[config.mk]
export PLATFORM = sky130hd
export DESIGN_NAME = ucs_sequencer
export DESIGN_NICKNAME = d
export VERILOG_FILES = /design/src/ucs_pkg.sv /design/src/ucs_sequencer.sv
export SDC_FILE = /design/constraint.sdc
export NUM_CORES = 1
export LEC_CHECK = 0
export ABC_AREA = 1
export BUFFER_PORTS_ARGS = -buffer_cell sky130_fd_sc_hd__clkbuf_2
export CAP_MARGIN = 20
export CORE_ASPECT_RATIO = 0.9
export CORE_MARGIN = 2
export CORE_UTILIZATION = 55
export DETAILED_ROUTE_END_ITERATION = 6
export PLACE_DENSITY = 0.79
export SLEW_MARGIN = 5
export SYNTH_ARGS = -nofsm -noshare
export SYNTH_HDL_FRONTEND = slang
export SYNTH_SLANG_ARGS = --single-unit
[constraint.sdc]
create_clock -name ref_clk -period 6.95 [get_ports ref_clk]
set_input_delay 2.085 -clock ref_clk [delete_from_list [all_inputs] [get_ports ref_clk]]
set_output_delay 2.085 -clock ref_clk [all_outputs]
set_load 0.1 [all_outputs]
[src/ucs_pkg.sv]
package ucs_pkg;
   // Clock and timing
   localparam int CLK_HZ = 20_000_000;
   localparam int CLK_PERIOD_NS = 50;
   localparam int SELFTEST_LAMP_MS = 500;
   localparam int SELFTEST_LAMP_CYC = SELFTEST_LAMP_MS * (CLK_HZ / 1000);
   localparam int DISP_STEP_MS = 250;
   localparam int DISP_STEP_CYC = DISP_STEP_MS * (CLK_HZ / 1000);
   localparam int HOLD_GATE_MS = 60;
   localparam int HOLD_GATE_CYC = HOLD_GATE_MS * (CLK_HZ / 1000);
   localparam int DELAY_MAX_MS = 30;
   localparam int DELAY_MAX_CYC = DELAY_MAX_MS * (CLK_HZ / 1000);
   localparam int GATE_MIN_MS = 60;
   localparam int GATE_MAX_S = 10;
   localparam int GATE_MAX_CYC = GATE_MAX_S * CLK_HZ;
   localparam int CNT_W = 32;
   // Display digit code that shows nothing
   localparam logic [3:0] DIGIT_BLANK = 4'hF;
   localparam logic [3:0] DIGIT_LAST = 4'h9;
   // Function selection
   typedef enum logic [4:0] {
      UCS_FN_NONE  = 5'h01,
      UCS_FN_FP    = 5'h02,
      UCS_FN_TI    = 5'h04,
      UCS_FN_TID   = 5'h08,
      UCS_FN_GATE  = 5'h10
   } ucs_fn_t;
   // Measurement kinds shown to the display logic
   typedef enum logic [2:0] {
      UCS_MEAS_FREQ = 3'h0,
      UCS_MEAS_PER  = 3'h1,
      UCS_MEAS_TI   = 3'h2,
      UCS_MEAS_TIA  = 3'h3,
      UCS_MEAS_DLY  = 3'h4,
      UCS_MEAS_GATE = 3'h5,
      UCS_MEAS_CHK  = 3'h6
   } ucs_meas_t;
   typedef enum logic [7:0] {
      UCS_ST_LAMP  = 8'h01,
      UCS_ST_ZERO  = 8'h02,
      UCS_ST_ERR   = 8'h04,
      UCS_ST_IDLE  = 8'h08,
      UCS_ST_ARM   = 8'h10,
      UCS_ST_GATE  = 8'h20,
      UCS_ST_SPACE = 8'h40,
      UCS_ST_WAIT  = 8'h80
   } ucs_state_t;
   typedef struct packed {
      logic fp;
      logic ti;
      logic tid;
      logic gate;
      logic shift;
      logic reset;
   } ucs_keys_t;
   typedef struct packed {
      logic [7:0] segments_all;
      logic       dp_msd;
      logic       overflow_annunciator;
      logic       hz;
      logic       sec;
      logic       gate;
      logic       trig_a;
      logic       trig_b;
      logic       error;
      logic       bus_flash;
   } ucs_lamps_t;
   typedef struct packed {
      logic [4:0] address;
      logic       bus_role_select;
   } ucs_busaddr_t;
endpackage

[src/ucs_sequencer.sv]
`timescale 1ns/1ns
`default_nettype none
// Overview of operation
// - External select locks timebase to 1/5/10 MHz; else internal drives reference jack.
// - Rear preset gate time used only under remote; it has no hold setting.
// - Bus address and talk-only choice come from rear address switches.
// - Power-up lights all segments and annunciators, then shows 000 with triggers lit.
// - Self-check fault shows numbered error with error lamp, or flashes bus lamps.
// - No function latched runs display check: zeros, ones, and onward, then blank.
// - Frequency/period key measures channel A frequency, or period with shift.
// - Common input takes start and stop from channel A, channel A coupling only.
// - Single interval repeats A-start to B-stop, spaced by gate-time setting.
// - Each single interval result is withheld until the gate-time spacing has elapsed.
// - Delayed interval holds off B stop after A start, ignoring inputs meanwhile.
// - Interval, delayed and shift keys together display the holdoff delay.
// - Interval key with shift selects averaging over the gate time.
// - Gate key with shift continuously displays the current gate time.
// - Reset clears and refreshes the display and returns to local control.
// - Hold makes one minimum-gate measurement, then waits for reset.
// - Gate lamp lit while the main gate is open measuring, and during the power-up lamp test.
module ucs_sequencer #(
   parameter int CNT_W = ucs_pkg::CNT_W,
   parameter int LAMP_CYC = ucs_pkg::SELFTEST_LAMP_CYC,
   parameter int STEP_CYC = ucs_pkg::DISP_STEP_CYC,
   parameter int HOLD_CYC = ucs_pkg::HOLD_GATE_CYC
) (
   // Clock, enable, reset
   input wire logic ref_clk,
   input wire logic clk_en,
   input wire logic rst_b,
   // Front panel
   input wire ucs_pkg::ucs_keys_t keys,
   input wire logic hold_sel,
   input wire logic [CNT_W-1:0] front_gate_cyc,
   input wire logic [CNT_W-1:0] delay_cyc,
   input wire logic common_input,
   input wire logic coupling_a_dc,
   input wire logic coupling_b_dc,
   // Rear panel and remote
   input wire logic external_reference_select,
   input wire logic ext_ref_locked,
   input wire logic [1:0] ext_ref_rate,
   input wire logic [CNT_W-1:0] preset_gate_cyc,
   input wire ucs_pkg::ucs_busaddr_t addr_switches,
   input wire logic remote_active,
   // Self-check result
   input wire logic selfcheck_done,
   input wire logic selfcheck_fault,
   input wire logic [3:0] selfcheck_code,
   input wire logic fault_to_bus_lamps,
   // Qualified trigger edges
   input wire logic trig_a,
   input wire logic trig_b,
   // Timebase
   output logic int_ref_out_en,
   output logic ext_lock_en,
   output logic ext_rate_ok,
   // Bus configuration
   output ucs_pkg::ucs_busaddr_t bus_cfg,
   output logic go_local,
   // Input routing
   output logic route_b_from_a,
   output logic coupling_b_eff_dc,
   // Display
   output ucs_pkg::ucs_lamps_t lamps,
   output ucs_pkg::ucs_meas_t meas_kind,
   output logic [3:0] disp_digit,
   output logic [CNT_W-1:0] result_count,
   output logic [CNT_W-1:0] result_events,
   output logic result_valid,
   output logic [3:0] error_code
);
   // ==========================================================
   // Reset synchroniser
   logic rs1_reg, rs2_reg;
   always_ff @(posedge ref_clk or negedge rst_b) begin
      if (!rst_b) begin
         rs1_reg <= 1'b0;
         rs2_reg <= 1'b0;
      end else begin
         rs1_reg <= 1'b1;
         rs2_reg <= rs1_reg;
      end
   end
   wire logic rst_n_int = rs2_reg;

   // ==========================================================
   // Timebase and bus configuration
   assign ext_lock_en = external_reference_select;
   assign int_ref_out_en = !external_reference_select;
   assign ext_rate_ok = external_reference_select && ext_ref_locked
      && (ext_ref_rate != 2'h3);
   assign bus_cfg = addr_switches;
   assign go_local = keys.reset && remote_active;
   assign route_b_from_a = common_input;
   assign coupling_b_eff_dc = common_input ? coupling_a_dc : coupling_b_dc;
   wire logic start_ev = trig_a;
   wire logic stop_ev = common_input ? trig_a : trig_b;

   // Preset gate applies only remotely and never holds
   wire logic [CNT_W-1:0] gate_cyc = remote_active ? preset_gate_cyc : front_gate_cyc;
   wire logic hold_eff = hold_sel && !remote_active;
   // Holdoff is capped at the longest delay the control offers
   wire logic [CNT_W-1:0] dly_eff = (delay_cyc > CNT_W'(ucs_pkg::DELAY_MAX_CYC))
      ? CNT_W'(ucs_pkg::DELAY_MAX_CYC) : delay_cyc;

   // ==========================================================
   // Function decode
   ucs_pkg::ucs_fn_t fn;
   always_comb begin
      if (keys.gate) fn = ucs_pkg::UCS_FN_GATE;
      else if (keys.tid) fn = ucs_pkg::UCS_FN_TID;
      else if (keys.ti) fn = ucs_pkg::UCS_FN_TI;
      else if (keys.fp) fn = ucs_pkg::UCS_FN_FP;
      else fn = ucs_pkg::UCS_FN_NONE;
   end
   ucs_pkg::ucs_meas_t kind;
   always_comb begin
      case (fn)
         ucs_pkg::UCS_FN_FP: kind = keys.shift ? ucs_pkg::UCS_MEAS_PER
            : ucs_pkg::UCS_MEAS_FREQ;
         ucs_pkg::UCS_FN_TI: kind = keys.shift ? ucs_pkg::UCS_MEAS_TIA
            : ucs_pkg::UCS_MEAS_TI;
         ucs_pkg::UCS_FN_TID: kind = (keys.ti && keys.shift) ? ucs_pkg::UCS_MEAS_DLY
            : ucs_pkg::UCS_MEAS_TI;
         ucs_pkg::UCS_FN_GATE: kind = keys.shift ? ucs_pkg::UCS_MEAS_GATE
            : ucs_pkg::UCS_MEAS_CHK;
         default: kind = ucs_pkg::UCS_MEAS_CHK;
      endcase
   end
   wire logic delayed = (fn == ucs_pkg::UCS_FN_TID) && (kind == ucs_pkg::UCS_MEAS_TI);
   wire logic is_ti = (kind == ucs_pkg::UCS_MEAS_TI) || (kind == ucs_pkg::UCS_MEAS_TIA);
   wire logic is_static = (kind == ucs_pkg::UCS_MEAS_DLY) || (kind == ucs_pkg::UCS_MEAS_GATE)
      || (fn == ucs_pkg::UCS_FN_NONE);

   // ==========================================================
   // Sequencer state
   ucs_pkg::ucs_state_t st_reg, st_next;
   ucs_pkg::ucs_meas_t kind_reg, kind_next;
   logic [CNT_W-1:0] tmr_reg, tmr_next;
   logic [CNT_W-1:0] cnt_reg, cnt_next;
   logic [CNT_W-1:0] acc_reg, acc_next;
   logic [CNT_W-1:0] ev_reg, ev_next;
   logic [CNT_W-1:0] rc_reg, rc_next;
   logic [CNT_W-1:0] re_reg, re_next;
   logic rv_reg, rv_next;
   ucs_pkg::ucs_fn_t fn_reg, fn_next;
   logic in_iv_reg, in_iv_next;
   logic [3:0] dig_reg, dig_next;
   logic [3:0] err_reg, err_next;
   logic [CNT_W-1:0] gate_len;
   always_comb begin
      gate_len = hold_eff ? CNT_W'(HOLD_CYC) : gate_cyc;
      st_next = st_reg;
      kind_next = kind;
      tmr_next = tmr_reg + 1'b1;
      cnt_next = cnt_reg;
      acc_next = acc_reg;
      ev_next = ev_reg;
      rc_next = rc_reg;
      re_next = re_reg;
      rv_next = 1'b0;
      fn_next = fn;
      in_iv_next = in_iv_reg;
      dig_next = dig_reg;
      err_next = err_reg;
      case (st_reg)
         ucs_pkg::UCS_ST_LAMP: begin
            if (tmr_reg >= CNT_W'(LAMP_CYC - 1) && selfcheck_done) begin
               tmr_next = '0;
               if (selfcheck_fault) begin
                  st_next = ucs_pkg::UCS_ST_ERR;
                  err_next = selfcheck_code;
               end else begin
                  st_next = ucs_pkg::UCS_ST_ZERO;
               end
            end
         end
         ucs_pkg::UCS_ST_ZERO: begin
            if (tmr_reg >= CNT_W'(LAMP_CYC - 1)) begin
               st_next = ucs_pkg::UCS_ST_IDLE;
               tmr_next = '0;
            end
         end
         ucs_pkg::UCS_ST_ERR: tmr_next = tmr_reg + 1'b1;
         ucs_pkg::UCS_ST_IDLE: begin
            tmr_next = '0;
            dig_next = 4'h0;
            st_next = ucs_pkg::UCS_ST_ARM;
         end
         ucs_pkg::UCS_ST_ARM: begin
            cnt_next = '0;
            in_iv_next = 1'b0;
            if (is_static) begin
               if (tmr_reg >= CNT_W'(STEP_CYC - 1)) begin
                  tmr_next = '0;
                  if (fn == ucs_pkg::UCS_FN_NONE) begin
                     if (dig_reg == ucs_pkg::DIGIT_BLANK) dig_next = 4'h0;
                     else if (dig_reg == ucs_pkg::DIGIT_LAST) dig_next = ucs_pkg::DIGIT_BLANK;
                     else dig_next = dig_reg + 4'h1;
                  end
                  rc_next = (kind == ucs_pkg::UCS_MEAS_DLY) ? dly_eff : gate_cyc;
                  re_next = CNT_W'(1);
                  rv_next = 1'b1;
               end
            end else if (start_ev || !is_ti) begin
               st_next = ucs_pkg::UCS_ST_GATE;
               tmr_next = '0;
               acc_next = '0;
               ev_next = '0;
               in_iv_next = is_ti;
            end
         end
         ucs_pkg::UCS_ST_GATE: begin
            if (is_ti) begin
               if (in_iv_reg) begin
                  cnt_next = cnt_reg + 1'b1;
                  if (stop_ev && !(delayed && tmr_reg < dly_eff)) begin
                     in_iv_next = 1'b0;
                     acc_next = acc_reg + cnt_reg + 1'b1;
                     ev_next = ev_reg + 1'b1;
                     cnt_next = '0;
                  end
               end else if (start_ev && kind_reg == ucs_pkg::UCS_MEAS_TIA) begin
                  in_iv_next = 1'b1;
                  tmr_next = '0;
               end
               if ((kind_reg == ucs_pkg::UCS_MEAS_TI && in_iv_reg && !in_iv_next)
                  || (kind_reg == ucs_pkg::UCS_MEAS_TIA && tmr_reg >= gate_len)) begin
                  st_next = ucs_pkg::UCS_ST_SPACE;
                  tmr_next = '0;
               end
            end else begin
               if (start_ev) ev_next = ev_reg + 1'b1;
               if (tmr_reg >= gate_len) begin
                  st_next = ucs_pkg::UCS_ST_SPACE;
                  tmr_next = '0;
               end
            end
            // A single interval result waits for the spacing before it is shown
            if (st_next == ucs_pkg::UCS_ST_SPACE) begin
               rc_next = is_ti ? acc_next : gate_len;
               re_next = ev_next;
               rv_next = (kind_reg != ucs_pkg::UCS_MEAS_TI);
            end
         end
         ucs_pkg::UCS_ST_SPACE: begin
            // Single interval results appear only once the spacing ran out
            if (kind_reg != ucs_pkg::UCS_MEAS_TI || tmr_reg >= gate_cyc) begin
               if (kind_reg == ucs_pkg::UCS_MEAS_TI) rv_next = 1'b1;
               tmr_next = '0;
               st_next = hold_eff ? ucs_pkg::UCS_ST_WAIT : ucs_pkg::UCS_ST_ARM;
            end
         end
         ucs_pkg::UCS_ST_WAIT: begin
            tmr_next = '0;
            if (keys.reset) st_next = ucs_pkg::UCS_ST_ARM;
         end
         default: st_next = ucs_pkg::UCS_ST_LAMP;
      endcase
      // Reset key and a changed function both restart the run
      if (st_reg != ucs_pkg::UCS_ST_LAMP && st_reg != ucs_pkg::UCS_ST_ZERO
         && st_reg != ucs_pkg::UCS_ST_ERR
         && (kind != kind_reg || fn != fn_reg || keys.reset)) begin
         st_next = ucs_pkg::UCS_ST_IDLE;
         in_iv_next = 1'b0;
         rv_next = 1'b0;
         if (keys.reset) begin
            rc_next = '0;
            re_next = '0;
         end
      end
   end
   always_ff @(posedge ref_clk or negedge rst_n_int) begin
      if (!rst_n_int) begin
         st_reg <= ucs_pkg::UCS_ST_LAMP;
         kind_reg <= ucs_pkg::UCS_MEAS_CHK;
         tmr_reg <= '0;
         cnt_reg <= '0;
         acc_reg <= '0;
         ev_reg <= '0;
         rc_reg <= '0;
         re_reg <= '0;
         rv_reg <= 1'b0;
         fn_reg <= ucs_pkg::UCS_FN_NONE;
         in_iv_reg <= 1'b0;
         dig_reg <= 4'h0;
         err_reg <= 4'h0;
      end else if (clk_en) begin
         st_reg <= st_next;
         kind_reg <= kind_next;
         tmr_reg <= tmr_next;
         cnt_reg <= cnt_next;
         acc_reg <= acc_next;
         ev_reg <= ev_next;
         rc_reg <= rc_next;
         re_reg <= re_next;
         rv_reg <= rv_next;
         fn_reg <= fn_next;
         in_iv_reg <= in_iv_next;
         dig_reg <= dig_next;
         err_reg <= err_next;
      end
   end

   // ==========================================================
   // Outputs
   wire logic lamp_on = (st_reg == ucs_pkg::UCS_ST_LAMP);
   wire logic err_on = (st_reg == ucs_pkg::UCS_ST_ERR);
   always_comb begin
      lamps = '0;
      lamps.segments_all = {8{lamp_on}};
      lamps.dp_msd = lamp_on;
      lamps.overflow_annunciator = lamp_on;
      lamps.hz = lamp_on || (st_reg != ucs_pkg::UCS_ST_ZERO && !err_on
         && kind_reg == ucs_pkg::UCS_MEAS_FREQ);
      lamps.sec = lamp_on || (!err_on && st_reg != ucs_pkg::UCS_ST_ZERO
         && kind_reg != ucs_pkg::UCS_MEAS_FREQ && kind_reg != ucs_pkg::UCS_MEAS_CHK);
      lamps.gate = lamp_on || (st_reg == ucs_pkg::UCS_ST_GATE);
      lamps.trig_a = (st_reg == ucs_pkg::UCS_ST_ZERO);
      lamps.trig_b = (st_reg == ucs_pkg::UCS_ST_ZERO);
      lamps.error = err_on && !fault_to_bus_lamps;
      lamps.bus_flash = err_on && fault_to_bus_lamps && tmr_reg[22];
   end
   assign meas_kind = kind_reg;
   assign disp_digit = (st_reg == ucs_pkg::UCS_ST_ZERO) ? 4'h0 : dig_reg;
   assign result_count = rc_reg;
   assign result_events = re_reg;
   assign result_valid = rv_reg;
   assign error_code = err_reg;
endmodule
`default_nettype wire

==> impl_metrics.py, run 1 <==
metrics = {
    "outcome": {
        "status": "complete, no violations",
    },
    "clock_network": {
        "h-tree-depth": 1,
        "cts_buffers": 27,
        "cts.sinks": 220,
        "cts_resized": 0,
        "cts_tree": "built",
        "cts_hold_buf": 0,
        "post_cts_buffers": 0,
        "path_clk_slew_ps": 60,
        "clock_latency_ps": 570,
        "clk_path_buf_depth": 3,
        "cts_root_buf": "clkbuf_16",
    },
    "detailed_routing": {
        "routed_wl_um": 67200,
        "antenna_left": 0,
        "wl_per_cell_um": 17.9,
        "via_count": 22500,
        "drc_errors": 0,
        "dr.pass1.iters": 6,
        "viasPerCell": 5.99,
        "drt-initial-drc-count": 2361,
    },
    "floorplan": {
        "die_h_um": 188,
        "io_pins": 234,
        "core_mm2": 0.0371,
        "initial_utilization_pct": 55.5,
        "fp-row-count": 67,
        "die_area_mm2": 0.0390,
        "dieWidth_um": 208,
    },
    "layout": {
        "final_cells": 3757,
        "final_common_cell": "nand2_1",
        "antennaDiodeCount": 0,
        "final_core_util_pct": 61.3,
        "post_route_cells_drive_above_1_share_pct": 12.7,
        "final_cell_mix": "nand2_1, inv_1, nand3_1",
        "final_nets": 3519,
        "synthToLayoutAreaGrowth_pct": 10.4,
    },
    "hold_path": {
        "hold_end": "rs2_reg",
        "hp-start": "rs1_reg",
        "whs_path_depth": 0,
        "hold_class": "register to register",
    },
    "worst_setup_path": {
        "worstPathArrival_ps": 6880,
        "r2r_end": "cnt_reg[16]",
        "path_class": "input pin to register",
        "reg2reg_depth": 17,
        "rrSetupSlack_ps": 2940,
        "cp_data_required_time_ps": 7450,
        "setup.worst_path.end_class": "register",
        "rr_startpoint": "st_reg[3]",
        "worstPathMaxFanout": 64,
        "cp-start-kind": "input pin",
    },
    "global_routing": {
        "antenna_found_initial": 0,
        "track_usage_pct": 33.5,
        "grt_max_degree": 151,
        "grt_remaining_overflow": 0,
        "busiest_layer": "met2",
        "grt_pass1_vias": 21100,
        "use_met3_pct": 5.96,
        "met1_usage_pct": 45.8,
        "grt_first_pass_wirelength_um": 108000,
        "grt_use_met2_pct": 52.9,
    },
    "sta": {
        "min_period_over_period_pct": 91.8,
        "skew_ps": 13.4,
        "slew_viol_final": 0,
        "tightest_slew_ps": 1090,
        "finalSetupTns_ps": 0,
        "slew_headroom_pct": 27.1,
        "grt_setup_unrepaired": "no",
        "fin_crit_ps": 6380,
        "max_freq_mhz": 157,
        "setup_viol": 0,
        "finalHoldViolations": 0,
    },
    "synthesis": {
        "synth-edff-count": 0,
        "synth-seq-cells": 220,
        "ys_warn_count": 0,
        "ys.flop_type": "dfrtp_1",
        "synth.distinct_cells": 64,
        "synth.avg_cell_area_um2": 6.59,
        "yosysSeqAreaShare_pct": 26.8,
        "syn_inst": 3124,
        "synth.cell_area_mm2": 0.0206,
        "synth_async_sr_flop_share_pct": 100,
    },
    "placed_design": {
        "gp_congestion": 0.947,
        "port_buffers": 221,
        "placed_cells": 3711,
        "hpwl_um": 48500,
    },
    "power_and_ir_drop": {
        "vdd_ir_drop_max_v": 0.000171,
        "power.leakage_nw": 12.3,
        "p_per_area_mw_per_mm2": 164,
    },
    "flow_run": {
        "cap_violations": 0,
    },
}
## Yosys cell counts, types with 33 or more instances
cell type  instances  area (um^2)
a21oi_1          168          841
dfrtp_1          216         5410
nor3_1            49          245
o22ai_1           83          519
a22oi_1           56          420
nand4_1           33          206
xor2_1            72          631
o211ai_1          50          375
or2_2             38          238
nand3_1          267         1340
nand2_1          910         3420
o21ai_0          169          846
clkbuf_1          98          368
inv_1            346         1300
ha_1             131         1640
nor2_1           169          634
## worst max-delay path by stage
stage	start	endpoint	slack, ps	cells past startpoint
global route	remote_active	result_events[17]	190	22
global placement	remote_active	result_count[16]	340	22
detailed placement	remote_active	result_events[17]	110	22
finish	remote_active	result_events[6]	570	22
floorplan	rs2_reg	acc_reg[0]	370	0
CTS	remote_active	result_events[6]	640	22
## area by class of cell
cell class	instances	area, um^2
fill	3460	14300
inverter	358	1350
multi-input combinational	2387	13000
timing repair buffer	264	1470
sequential	220	5510
clock buffer	33	748
clock inverter	12	95.1
tap	483	604
## through the flow
stage / hold WS (ps) / area, um^2 / worst slack, ps / total power (W)
after global routing: 378 / 22700 / 195 / 0.00388
after global placement: 337 / 21900 / 344 / 0.00228
after detailed placement: 343 / 21900 / 113 / 0.00231
after floorplan: 331 / 20600 / 372 / 0.00207
after CTS: 352 / 22700 / 638 / 0.00371
final: 352 / 22700 / 569 / 0.00372
## critical path, cell delays in order
cell and delay, ps:
clkbuf_2 230, inv_1 140, nand2_1 130, inv_1 350
buf_4 320, or2_2 310, ha_1 300, nand2_1 70
nor3_1 320, and3_1 250, nand4_1 100, nand4_1 190
nand2_1 80, inv_2 150, nor2_1 90, o41ai_4 620
nand2_4 550, nand2_1 210, nand3_1 100, nand2_1 120
nand2_1 60, nand2_1 80
## layer usage
layer | wire length [um] | vias up
li1 | - | 10700
met5 | 0 | -
met3 | 6360 | 164
met1 | 28300 | 10600
met4 | 2640 | 0
met2 | 29800 | 1112
## kinds of logic after synthesis
kind of cell	synth area share (%)
muxes	0.930
buffers and inverters	10.7
other	0.0182
xor gates and xnor gates	4.00
AOI/OAI and AO/OA	17.5
adders and majority gates	8.06
and+or+nand+nor	32.0
DFF	26.8
## power by group
group / internal [W] / switching (W)
combinational: 0.000310 / 0.000620
clock: 0.000793 / 0.000612
sequential: 0.00132 / 0.0000686
(Power assumes the default switching activity.)
==> run 2, diff against run 1 <==
--- a/config.mk
+++ b/config.mk
@@ -13,6 +13,7 @@
 export CORE_UTILIZATION = 55
 export DETAILED_ROUTE_END_ITERATION = 6
 export PLACE_DENSITY = 0.79
+export REMOVE_ABC_BUFFERS = 1
 export SLEW_MARGIN = 5
 export SYNTH_ARGS = -nofsm -noshare
 export SYNTH_HDL_FRONTEND = slang
==> constraint.sdc (replaced) <==
create_clock -name ref_clk -period 6.95 [get_ports ref_clk]
set_input_delay 0.3475 -clock ref_clk [delete_from_list [all_inputs] [get_ports ref_clk]]
set_output_delay 0.3475 -clock ref_clk [all_outputs]
set_load 0.1 [all_outputs]
==> impl_metrics.py, run 2 (same netlist as run 1, synthesis figures left out) <==
metrics = {
    "outcome": {
        "status": "finished with violations",
        "violations": "design-rule violations",
    },
    "clock_network": {
        "cts_tree": "built",
        "cts_resized": 0,
        "clk_path_buf_depth": 3,
        "clock_latency_ps": 600,
        "h-tree-depth": 1,
        "cts_root_buf": "clkbuf_16",
        "cts.sinks": 220,
        "path_clk_slew_ps": 60,
        "cts_buffers": 28,
    },
    "detailed_routing": {
        "viasPerCell": 5.97,
        "dr.pass1.iters": 7,
        "drt-initial-drc-count": 2290,
        "via_count": 22400,
        "wl_per_cell_um": 17.7,
        "drc_errors": 1,
        "routed_wl_um": 66500,
        "antenna_left": 0,
    },
    "floorplan": {
        "core_mm2": 0.0371,
        "die_area_mm2": 0.0390,
        "initial_utilization_pct": 55.5,
        "dieWidth_um": 208,
        "io_pins": 234,
        "die_h_um": 188,
        "fp-row-count": 67,
    },
    "layout": {
        "final-seq-area_mm2": 0.00551,
        "final_cell_mix": "nand2_1, inv_1, nand3_1",
        "final_nets": 3512,
        "synthToLayoutAreaGrowth_pct": 10.8,
        "post_route_cells_drive_above_1_share_pct": 12.4,
        "final_common_cell": "nand2_1",
        "antennaDiodeCount": 0,
        "fillers": 3413,
        "multi_input_area_mm2": 0.0130,
    },
    "placed_design": {
        "gp_congestion": 0.955,
        "hpwl_um": 47300,
        "port_buffers": 221,
    },
    "worst_setup_path": {
        "max_stage_delay_ps": 500,
        "worstPathMaxFanout": 22,
        "path_buf_inv": 6,
        "path_class": "input pin to register",
        "cp-start-kind": "input pin",
        "slowest_stage": "nand2_1",
        "setup.worst_path.end_class": "register",
        "cp_data_required_time_ps": 7430,
        "path_delay_family": "simple AND/OR/NAND/NOR gates",
        "worstPathArrival_ps": 5340,
        "cpMostUsedCell": "nand2_1",
    },
    "global_routing": {
        "grt_max_degree": 159,
        "grt_pass1_vias": 21300,
        "track_usage_pct": 33.2,
        "grt_first_pass_wirelength_um": 107000,
        "grt_remaining_overflow": 0,
        "antenna_found_initial": 0,
    },
    "sta": {
        "grt_setup_unrepaired": "no",
        "finalHoldViolations": 0,
        "fin_crit_ps": 4860,
        "setup_viol": 0,
        "skew_ps": 38.8,
        "tightest_slew_ps": 1170,
        "max_freq_mhz": 206,
        "hold_ws_ps": 10.5,
        "min_period_over_period_pct": 69.9,
        "slew_headroom_pct": 22.2,
        "slew_viol_final": 0,
    },
    "power_and_ir_drop": {
        "p_per_area_mw_per_mm2": 168,
        "power.leakage_nw": 12.3,
        "power_w": 0.00383,
        "vdd_ir_drop_max_v": 0.000195,
    },
    "hold_path": {
        "hold_class": "input pin to register",
    },
    "flow_run": {
        "cap_violations": 0,
    },
}
==> run 2: stage by stage <==
step                instances  instance area, um^2  setup slack, ps   TNS, ps  util (%)
global placement         3699                21800             1670         0      58.7
global route             3754                22800             1740         0      61.5
detailed placement       3700                21800             1570         0      58.8
CTS                      3752                22700             2150         0      61.4
floorplan                2965                19800           -28790  -3204930         -
finish                   3754                22800             2090         0      61.5
==> run 2: where the power goes <==
group | switching, W | internal, W | leakage, nW
sequential | 0.0000712 | 0.00132 | 2.58
combinational | 0.000611 | 0.000306 | 9.24
clock | 0.000619 | 0.000909 | 0.463
==> run 2: path summary, 6_finish.rpt <==
path | start | end | slack (ps) | cells past startpoint
max | delay_cyc[15] | result_events[9] | 2090 | 28
min | selfcheck_code[1] | error_code[1] | 10 | 3
max reg2reg | tmr_reg[1] | tmr_reg[25] | 2610 | 17
min reg2reg | rs1_reg | rs2_reg | 340 | 0
max in group asynchronous | rs2_reg | result_count[20] | 4950 | 1
min in group asynchronous | rst_b | rs2_reg | 100 | 2
==> run 2: what timing repair did <==
action | CTS | global route
hold endpoints to repair | 3 | 0
hold buffers | 2 | 0
buffers inserted | 0 | 0
==> run 2: cell type report <==
| type | count | area share, % |
|---|---|---|
| Multi-Input combinational cell | 2387 | 56.8 |
| Sequential cell | 220 | 24.2 |
| Inverter | 358 | 5.90 |
| Tap cell | 483 | 2.65 |
| Clock buffer | 45 | 3.75 |
| Clock inverter | 5 | 0.395 |
| Timing Repair Buffer | 256 | 6.29 |
==> run 2: worst reg2reg max path: stages (launching register included) <==
cell	delay (ps)
dfrtp_1	580
ha_1	290
nand4_1	160
nor2_2	170
inv_1	70
nand3_1	70
a211oi_1	90
o211ai_1	260
nand4_1	120
nand4_1	170
nand2_1	90
buf_4	280
inv_2	500
nor2_1	150
a21oi_4	360
inv_2	280
nor2_1	430
o31ai_1	140
==> run 2: routing by layer <==
layer  global-route usage, %  wire, um
met5                       0         0
met4                    13.3      2580
met3                    5.38      6240
met1                    45.9     28400
met2                    51.9     29200
